==> config.mk <==
export PLATFORM = sky130hd
export DESIGN_NAME = timer_ppg_oneshot_output
export DESIGN_NICKNAME = d
export VERILOG_FILES = /design/src/ppg_pkg.sv /design/src/pulse_core.sv /design/src/timer_ppg_oneshot_output.sv /design/src/trig_edge_detect.sv
export SDC_FILE = /design/constraint.sdc
export NUM_CORES = 1
export LEC_CHECK = 0
export ABC_AREA = 1
export BUFFER_PORTS_ARGS = -buffer_cell sky130_fd_sc_hd__buf_2
export CAP_MARGIN = 5
export CORE_UTILIZATION = 59
export CTS_CLUSTER_DIAMETER = 30
export DETAILED_ROUTE_END_ITERATION = 8
export PLACE_DENSITY = 0.85
export SYNTH_ARGS = -nofsm -noshare
export SYNTH_HDL_FRONTEND = slang
export SYNTH_SLANG_ARGS = --single-unit
==> constraint.sdc <==
create_clock -name sys_clk -period 4.3 [get_ports sys_clk]
set_input_delay 0.43 -clock sys_clk [delete_from_list [all_inputs] [get_ports sys_clk]]
set_output_delay 0.43 -clock sys_clk [all_outputs]
set_load 0.01 [all_outputs]
==> src/ppg_pkg.sv <==
/*
  Package for the timer pulse-output block: register offsets, field positions,
  reset values, mode encodings and the packed structs carried between modules.
  Assumes a 32-bit Avalon-MM slave with word-aligned byte addresses.
*/
package ppg_pkg;
  localparam logic [3:0] OFS_MODE = 4'h0;
  localparam logic [3:0] OFS_CAPCMP = 4'h1;
  localparam logic [3:0] OFS_OUTCTL = 4'h2;
  localparam logic [3:0] OFS_PRESCALE = 4'h3;
  localparam logic [3:0] OFS_CMP_A = 4'h4;
  localparam logic [3:0] OFS_CMP_B = 4'h5;
  localparam logic [3:0] OFS_COUNT = 4'h6;
  localparam logic [3:0] OFS_STATUS = 4'h7;

  localparam int RUN_LO = 2;
  localparam int OUT_ENABLE_BIT = 0;
  localparam int OUT_LEVEL_BIT = 1;
  localparam int ONESHOT_EN_BIT = 5;
  localparam int SW_TRIG_BIT = 6;
  localparam int EDGE_LO = 4;
  localparam int PRESC_LO = 0;

  localparam logic [7:0] MODE_RESET = 8'h00;
  localparam logic [7:0] OUTCTL_RESET = 8'h00;
  localparam logic [7:0] PRESC_RESET = 8'h00;
  localparam logic [15:0] CMP_RESET = 16'h0000;
  localparam logic [15:0] CMP_MAX = 16'hFFFF;

  typedef enum logic [1:0] {
    RUN_STOP, RUN_EDGE_CLEAR, RUN_FREE, RUN_MATCH_CLEAR
  } run_mode_e;

  typedef enum logic [1:0] {
    EDGE_FALL, EDGE_RISE, EDGE_NONE, EDGE_BOTH
  } edge_sel_e;

  typedef struct packed {
    logic [15:0] compare_a;
    logic [15:0] compare_b;
    run_mode_e run_mode;
    edge_sel_e edge_sel;
    logic out_enable;
    logic active_low;
    logic oneshot;
    logic [1:0] presc;
  } timer_cfg_s;

  typedef struct packed {
    logic [15:0] count_value;
    logic output_level;
    logic pulse_busy;
  } timer_stat_s;
endpackage

==> src/pulse_core.sv <==
/*
  Counter and output stage: count tick from the prescaler, clear sources,
  compare matches and the pulse output flip-flop.
  Assumes cfg is stable while run mode is nonzero.
*/
`timescale 1ns/10ps
module pulse_core
  import ppg_pkg::*;
(
  input wire logic sys_clk,
  input wire logic rst,
  input wire ppg_pkg::timer_cfg_s cfg,
  input wire logic sw_trigger,
  input wire logic trigger_input_pin,
  output logic tick,
  output ppg_pkg::timer_stat_s stat
);
  typedef struct packed {
    logic [7:0] div;
    logic [15:0] count;
    logic out;
    logic busy;
    logic pend_sw;
  } core_s;

  core_s st;
  core_s next_st;
  logic ext_hit;
  logic match_a;
  logic match_b;
  logic running;
  logic restart;
  logic b_first;

  trig_edge_detect u_edge (
    .sys_clk(sys_clk),
    .rst(rst),
    .tick(tick),
    .trigger_input_pin(trigger_input_pin),
    .edge_sel(cfg.edge_sel),
    .edge_hit(ext_hit)
  );

  function automatic logic div_done(input logic [7:0] d, input logic [1:0] p);
    unique case (p)
      2'd0: div_done = 1'b1;
      2'd1: div_done = d[1:0] == 2'b11;
      2'd2: div_done = d[3:0] == 4'hF;
      default: div_done = d == 8'hFF;
    endcase
  endfunction

  always_comb begin
    running = cfg.run_mode != RUN_STOP;
    tick = running && div_done(st.div, cfg.presc);
    match_a = st.count == cfg.compare_a;
    match_b = st.count == cfg.compare_b;
    b_first = cfg.compare_b < cfg.compare_a;
    // match-clear mode never lets a one-shot launch
    restart = cfg.oneshot && cfg.run_mode != RUN_MATCH_CLEAR && st.pend_sw;
    next_st = st;
    next_st.div = running ? st.div + 8'h01 : 8'h00;
    // edge hit lasts one cycle, so hold it until a count tick with any prescaler
    if ((sw_trigger || ext_hit) && running) begin
      next_st.pend_sw = 1'b1;
    end
    if (!running) begin
      next_st.count = 16'h0000;
      next_st.out = 1'b0;
      next_st.busy = 1'b0;
      next_st.pend_sw = 1'b0;
    end else if (tick) begin
      if (restart) begin
        next_st.count = 16'h0000;
        next_st.busy = 1'b1;
        next_st.out = 1'b0;
        // a trigger arriving with the restart tick beats the clear
        next_st.pend_sw = sw_trigger || ext_hit;
      end else if (cfg.oneshot) begin
        next_st.count = st.count + 16'h0001;
        if (st.busy) begin
          if (b_first ? match_b : match_a) begin
            next_st.out = 1'b1;
          end else if (b_first ? match_a : match_b) begin
            next_st.out = 1'b0;
            next_st.busy = 1'b0;
          end
        end
      end else if (cfg.run_mode == RUN_MATCH_CLEAR) begin
        // active while count <= compare_b gives b+1 of a+1 count ticks
        next_st.count = match_a ? 16'h0000 : st.count + 16'h0001;
        next_st.out = match_a || (next_st.count <= cfg.compare_b);
      end else begin
        next_st.count = st.count + 16'h0001;
      end
    end
  end

  always_ff @(posedge sys_clk or posedge rst) begin
    if (rst) begin
      st <= '0;
    end else begin
      st <= next_st;
    end
  end

  always_comb begin
    stat.count_value = st.count;
    stat.output_level = cfg.out_enable & (st.out ^ cfg.active_low);
    stat.pulse_busy = st.busy;
  end
endmodule

==> src/timer_ppg_oneshot_output.sv <==
/*
  Top of the timer pulse-output block: Avalon-MM register slave, config
  assembly and the pulse output pin register.
  Assumes a master that holds its request until waitrequest is seen low.
*/
// Our own choices: the address map and the Avalon-MM register port.
`timescale 1ns/10ps
module timer_ppg_oneshot_output
  import ppg_pkg::*;
(
  input wire logic sys_clk,
  input wire logic rst,
  input wire logic [5:0] avs_address,
  input wire logic avs_read,
  input wire logic avs_write,
  input wire logic [31:0] avs_writedata,
  input wire logic [3:0] avs_byteenable,
  output logic [31:0] avs_readdata,
  output logic avs_waitrequest,
  input wire logic trigger_input_pin,
  output logic pulse_output_pin
);
  typedef struct packed {
    logic [7:0] mode_control_reg;
    logic [7:0] capcmp_control_reg;
    logic [7:0] output_control_reg;
    logic [7:0] prescaler_mode_reg;
    logic [15:0] compare_a;
    logic [15:0] compare_b;
    logic sw_trig;
    logic ack;
    logic [31:0] rdata;
    logic pin;
  } top_s;

  top_s st;
  top_s next_st;
  timer_cfg_s cfg;
  timer_stat_s stat;
  logic [3:0] idx;
  logic req;

  pulse_core u_core (
    .sys_clk(sys_clk),
    .rst(rst),
    .cfg(cfg),
    .sw_trigger(st.sw_trig),
    .trigger_input_pin(trigger_input_pin),
    .tick(),
    .stat(stat)
  );

  function automatic logic [7:0] merge8(input logic [7:0] old, input logic [7:0] wd,
                                        input logic be);
    merge8 = be ? wd : old;
  endfunction

  always_comb begin
    cfg.compare_a = st.compare_a;
    cfg.compare_b = st.compare_b;
    cfg.run_mode = run_mode_e'(st.mode_control_reg[RUN_LO +: 2]);
    cfg.edge_sel = edge_sel_e'(st.prescaler_mode_reg[EDGE_LO +: 2]);
    cfg.out_enable = st.output_control_reg[OUT_ENABLE_BIT];
    cfg.active_low = st.output_control_reg[OUT_LEVEL_BIT];
    cfg.oneshot = st.output_control_reg[ONESHOT_EN_BIT];
    cfg.presc = st.prescaler_mode_reg[PRESC_LO +: 2];
  end

  always_comb begin
    idx = avs_address[5:2];
    req = (avs_read || avs_write) && !st.ack;
    next_st = st;
    next_st.ack = req;
    next_st.sw_trig = 1'b0;
    next_st.pin = stat.output_level;
    if (req && avs_write) begin
      unique case (idx)
        OFS_MODE: next_st.mode_control_reg =
          merge8(st.mode_control_reg, avs_writedata[7:0], avs_byteenable[0]);
        OFS_CAPCMP: next_st.capcmp_control_reg =
          merge8(st.capcmp_control_reg, avs_writedata[7:0], avs_byteenable[0]);
        OFS_OUTCTL: if (avs_byteenable[0]) begin
          next_st.output_control_reg = avs_writedata[7:0];
          next_st.output_control_reg[SW_TRIG_BIT] = 1'b0;
          next_st.sw_trig = avs_writedata[SW_TRIG_BIT];
        end
        OFS_PRESCALE: next_st.prescaler_mode_reg =
          merge8(st.prescaler_mode_reg, avs_writedata[7:0], avs_byteenable[0]);
        OFS_CMP_A: begin
          next_st.compare_a[7:0] = merge8(st.compare_a[7:0], avs_writedata[7:0],
                                          avs_byteenable[0]);
          next_st.compare_a[15:8] = merge8(st.compare_a[15:8], avs_writedata[15:8],
                                           avs_byteenable[1]);
        end
        OFS_CMP_B: begin
          next_st.compare_b[7:0] = merge8(st.compare_b[7:0], avs_writedata[7:0],
                                          avs_byteenable[0]);
          next_st.compare_b[15:8] = merge8(st.compare_b[15:8], avs_writedata[15:8],
                                           avs_byteenable[1]);
        end
        default: ;
      endcase
    end
    if (req && avs_read) begin
      unique case (idx)
        OFS_MODE: next_st.rdata = {24'h00_0000, st.mode_control_reg};
        OFS_CAPCMP: next_st.rdata = {24'h00_0000, st.capcmp_control_reg};
        OFS_OUTCTL: next_st.rdata = {24'h00_0000, st.output_control_reg};
        OFS_PRESCALE: next_st.rdata = {24'h00_0000, st.prescaler_mode_reg};
        OFS_CMP_A: next_st.rdata = {16'h0000, st.compare_a};
        OFS_CMP_B: next_st.rdata = {16'h0000, st.compare_b};
        OFS_COUNT: next_st.rdata = {16'h0000, stat.count_value};
        OFS_STATUS: next_st.rdata = {30'h0000_0000, stat.pulse_busy, stat.output_level};
        default: next_st.rdata = 32'h0000_0000;
      endcase
    end
  end

  always_ff @(posedge sys_clk or posedge rst) begin
    if (rst) begin
      st <= '{mode_control_reg: MODE_RESET, capcmp_control_reg: 8'h00,
              output_control_reg: OUTCTL_RESET, prescaler_mode_reg: PRESC_RESET,
              compare_a: CMP_RESET, compare_b: CMP_RESET, default: '0};
    end else begin
      st <= next_st;
    end
  end

  assign avs_waitrequest = (avs_read || avs_write) && !st.ack;
  assign avs_readdata = st.rdata;
  assign pulse_output_pin = st.pin;
endmodule

==> src/trig_edge_detect.sv <==
/*
  Edge detector for the trigger input pin: two-flop synchroniser on sys_clk,
  then sampled on each count tick with a two-sample agreement filter.
  Assumes tick is a one-cycle pulse on sys_clk.
*/
`timescale 1ns/10ps
module trig_edge_detect
  import ppg_pkg::*;
(
  input wire logic sys_clk,
  input wire logic rst,
  input wire logic tick,
  input wire logic trigger_input_pin,
  input wire ppg_pkg::edge_sel_e edge_sel,
  output logic edge_hit
);
  typedef struct packed {
    logic meta;
    logic sync;
    logic samp;
    logic level;
    logic hit;
  } det_s;

  det_s st;
  det_s next_st;
  logic rise;
  logic fall;

  always_comb begin
    next_st = st;
    next_st.meta = trigger_input_pin;
    next_st.sync = st.meta;
    next_st.hit = 1'b0;
    rise = 1'b0;
    fall = 1'b0;
    if (tick) begin
      next_st.samp = st.sync;
      // new level must appear on two consecutive samples
      if (st.samp == st.sync && st.sync != st.level) begin
        next_st.level = st.sync;
        rise = st.sync;
        fall = !st.sync;
      end
      unique case (edge_sel)
        EDGE_RISE: next_st.hit = rise;
        EDGE_FALL: next_st.hit = fall;
        EDGE_BOTH: next_st.hit = rise | fall;
        EDGE_NONE: next_st.hit = 1'b0;
      endcase
    end
  end

  always_ff @(posedge sys_clk or posedge rst) begin
    if (rst) begin
      st <= '0;
    end else begin
      st <= next_st;
    end
  end

  assign edge_hit = st.hit;
endmodule

==> results.cfg <==
[placement]
gp_congestion = 0.8873
dp_slack_ps = 1461
dpl_cell_area_um2 = 7044
hpwlAfterDp_mm = 11.59
portBuffers = 44

[drt]
drc = 0
first_pass_iters = 7
route.detailed.wl_per_inst_um = 15.16
ant_nets = 0
routed_via_density = 5.539
drtIter0Drc = 441
via_count = 6010
drt-total-wl_mm = 16.45

[grt]
grt-ovfl-total = 0
grt_usage_pct = 29.10
grt_use_met2_pct = 47.37
use_met1_pct = 35.54
grt_pass1_wl_mm = 26.22
grt_max_degree = 64
antenna_found_initial = 0
grt_pass1_vias = 5492
busiest_layer = met2
use_met3_pct = 7.937

[synth]
synthMostInstantiatedCell = nand2_1
synth.avg_cell_area_um2 = 7.674
synth_top_area_share_pct = 41.30
netlist_area_um2 = 6907
synth.largest_area_cell = dfrtp_1
synth_commonest_cells = nand2_1, dfrtp_1, inv_1, o21ai_0, nor2_1
synth-async-reset-ratio_pct = 100.0
netlist-cell-type-count = 46
syn_inst = 900
synth-main-ff-cell = dfrtp_1
ys_seq_area_share_pct = 41.30
ys_ff_latch = 114
yosys_warnings = 0
synth_area_leaders = dfrtp_1, nand2_1, o21ai_0
synth_enable_flop_cells = 0

[setup_path]
slowest_stage = dfrtp_1
crit_cells = 17
critPathLaunch = u_core.stat[2]$_DFFE_PP0P_
critPathTopFamily = simple AND/OR/NAND/NOR gates
cpMostUsedCell = nor2_1
arrival_ps = 3240
cp-endpoint = u_core.st[2]$_DFFE_PP0P_
worst_ep_required_time_ps = 4650
r2r-start = u_core.stat[2]$_DFFE_PP0P_
rr_endpoint = u_core.st[2]$_DFFE_PP0P_
crit_path_start_kind = flip-flop
end_kind = flip-flop
path_cells = ha_1 > nand3_2 > nor3_4 > nand3_2 > nor3_2 > nand3_2 > xor2_1 > nor2_1 > ha_1 > nand2_1 > nor2_1 > nand2_1 > nor2_1 > nor2_1 > nand3_1 > nand4_1 > o21ai_1
reg2reg_depth = 17
crit_type = reg -> reg
timing.reg2reg.setup_slack_ps = 1410
critPathMaxFanout = 7
slowest_delay_ps = 450
critPathBufInv = 0

[timing]
setup_ws_ps = 1408
fin_crit_sh_pct = 67.26
fin_skew_ps = 10.60
drv_slew = 0
rsz0062_at_grt = false
tightest_slew_ps = 888.8
min_period_ps = 2892
setup_tns_ps = 0
finalSetupViolCount = 0
clock.fmax_mhz = 345.8
slew_headroom_pct = 40.53
hold_violations = 0

[pwr]
peakVddDrop_v = 0.0004869
p_int_w = 0.002583
swShare_pct = 35.19
p_switching_w = 0.001403
p_clk_share_pct = 35.9
pwr-share-comb_pct = 27.6
p_per_area_nw_per_um2 = 520.7
p_seq_share_pct = 36.5
leakage_nw = 3.979

[final_layout]
antenna_cells = 0
syn_to_final_growth_pct = 10.83
final_cell_area_um2 = 7655
finalNetCount = 1010
drive_gt1_share_pct = 13.38
fill_cells = 943

[run]
maxCapViolations = 0

[floorplan]
rows = 39
die_area_um2 = 12140
die_w_um = 110.2
num_io_pins = 81
fp.dieH_um = 110.2
core_um2 = 11420
start_util_pct = 60.49

[clock_tree]
post_cts_buffers = 0
cts_max_level = 4
clk_pin_slew_ps = 60
clockBufferDepth = 2
cts_hold_buf = 1
cts.repair.resized = 0
cts_root_buf = clkbuf_16
clock_sinks = 114
cts_tree = built
worst_skew_pair.late_latency_ps = 430
cts_made_buffers = 17

[status]
status = finished, final reports clean

[hold_path]
hold_class = in -> reg
hold_start = trigger_input_pin
[registers in the layout, summed over array words and instances (netlist names)]
signal / count
cfg: 41
st: 24
u_core.stat: 17
avs_readdata: 16
u_core.st: 10
u_core.u_edge.st: 3
pulse_output_pin: 1
u_core.u_edge.edge_hit: 1
u_core.u_edge.next_st: 1
[layer usage]
metal / up-vias / part of all wire (%)
li1: 2917 / -
met1: 2819 / 43
met2: 230 / 48
met5: - / 0
met3: 44 / 6.5
met4: 0 / 3.3
[cells in the final DEF (no fill, tap or decap), types with 2 or more instances in the layout]
cell type,netlist,layout
o2111ai_1,2,2
o22ai_1,16,16
a21oi_1,31,31
o221ai_1,5,5
clkinv_2,0,3
inv_2,14,14
mux2_2,5,5
buf_2,6,44
o22ai_2,10,10
o21ai_0,97,97
nor2_2,5,5
clkinvlp_4,0,4
nand3_2,3,3
xor2_1,18,18
o21ai_1,2,2
ha_1,33,33
dfrtp_1,114,114
nand4_1,7,7
buf_4,33,3
nand2_1,268,268
nand3_1,16,16
clkinv_4,1,3
nor2_1,71,71
inv_1,100,99
conb_1,1,16
bufinv_16,0,3
nor3_1,7,7
a221oi_1,3,3
clkbuf_16,0,17
[worst min path at each step]
stage                                              end  slack, ps  cells after the start
floorplan                u_core.u_edge.st[3]$_DFF_PP0_        330                      0
global placement         u_core.u_edge.st[3]$_DFF_PP0_        340                      0
detailed placement       u_core.u_edge.st[3]$_DFF_PP0_        340                      0
CTS                 u_core.u_edge.next_st[3]$_DFF_PP0_        100                      1
global route        u_core.u_edge.next_st[3]$_DFF_PP0_        100                      1
finish              u_core.u_edge.next_st[3]$_DFF_PP0_        110                      1
[power groups by stage]
stage / Sequential, W / Combinational (W) / Clock, W
floorplan: 0.00140 / 0.000901 / 0
global placement: 0.00145 / 0.00103 / 0
detailed placement: 0.00146 / 0.00107 / 0
CTS: 0.00145 / 0.00109 / 0.00144
global route: 0.00148 / 0.00126 / 0.00149
finish: 0.00145 / 0.00110 / 0.00143
[logic make-up after synthesis]
logic type	after synthesis	synth area share, %
simple gates	388	23.44
fa+ha+maj	33	5.978
buf+inv	168	11.34
mux	5	0.8152
compound gates	172	14.66
other cells	1	0.05430
flops	114	41.30
xor+xnor	19	2.409
[cell type report]
| class | count | area [um2] | area share [%] |
|---|---|---|---|
| inverters | 116 | 442.9 | 5.786 |
| repair buffers | 48 | 252.7 | 3.302 |
| well taps | 143 | 178.9 | 2.337 |
| clock inverters | 13 | 161.4 | 2.109 |
| flip-flops and latches | 114 | 2853 | 37.27 |
| clock buffers | 18 | 439.2 | 5.737 |
| multi-input cells | 633 | 3327 | 43.46 |
[metrics by stage]
| step | power (W) | util (%) | std cells | hold WS (ps) |
|---|---|---|---|---|
| 2_1_floorplan | 0.002303 | - | 915 | 331.2 |
| 3_3_place_gp | 0.002483 | 61.69 | 1053 | 336.4 |
| 3_5_place_dp | 0.002530 | 61.69 | 1053 | 341.9 |
| 4_1_cts | 0.003984 | 67.04 | 1085 | 101.3 |
| 5_1_grt | 0.004233 | 67.04 | 1085 | 96.81 |
| 6_report | 0.003986 | 67.04 | 1085 | 109.8 |
Note: power is estimated with default switching activity, not from simulation.
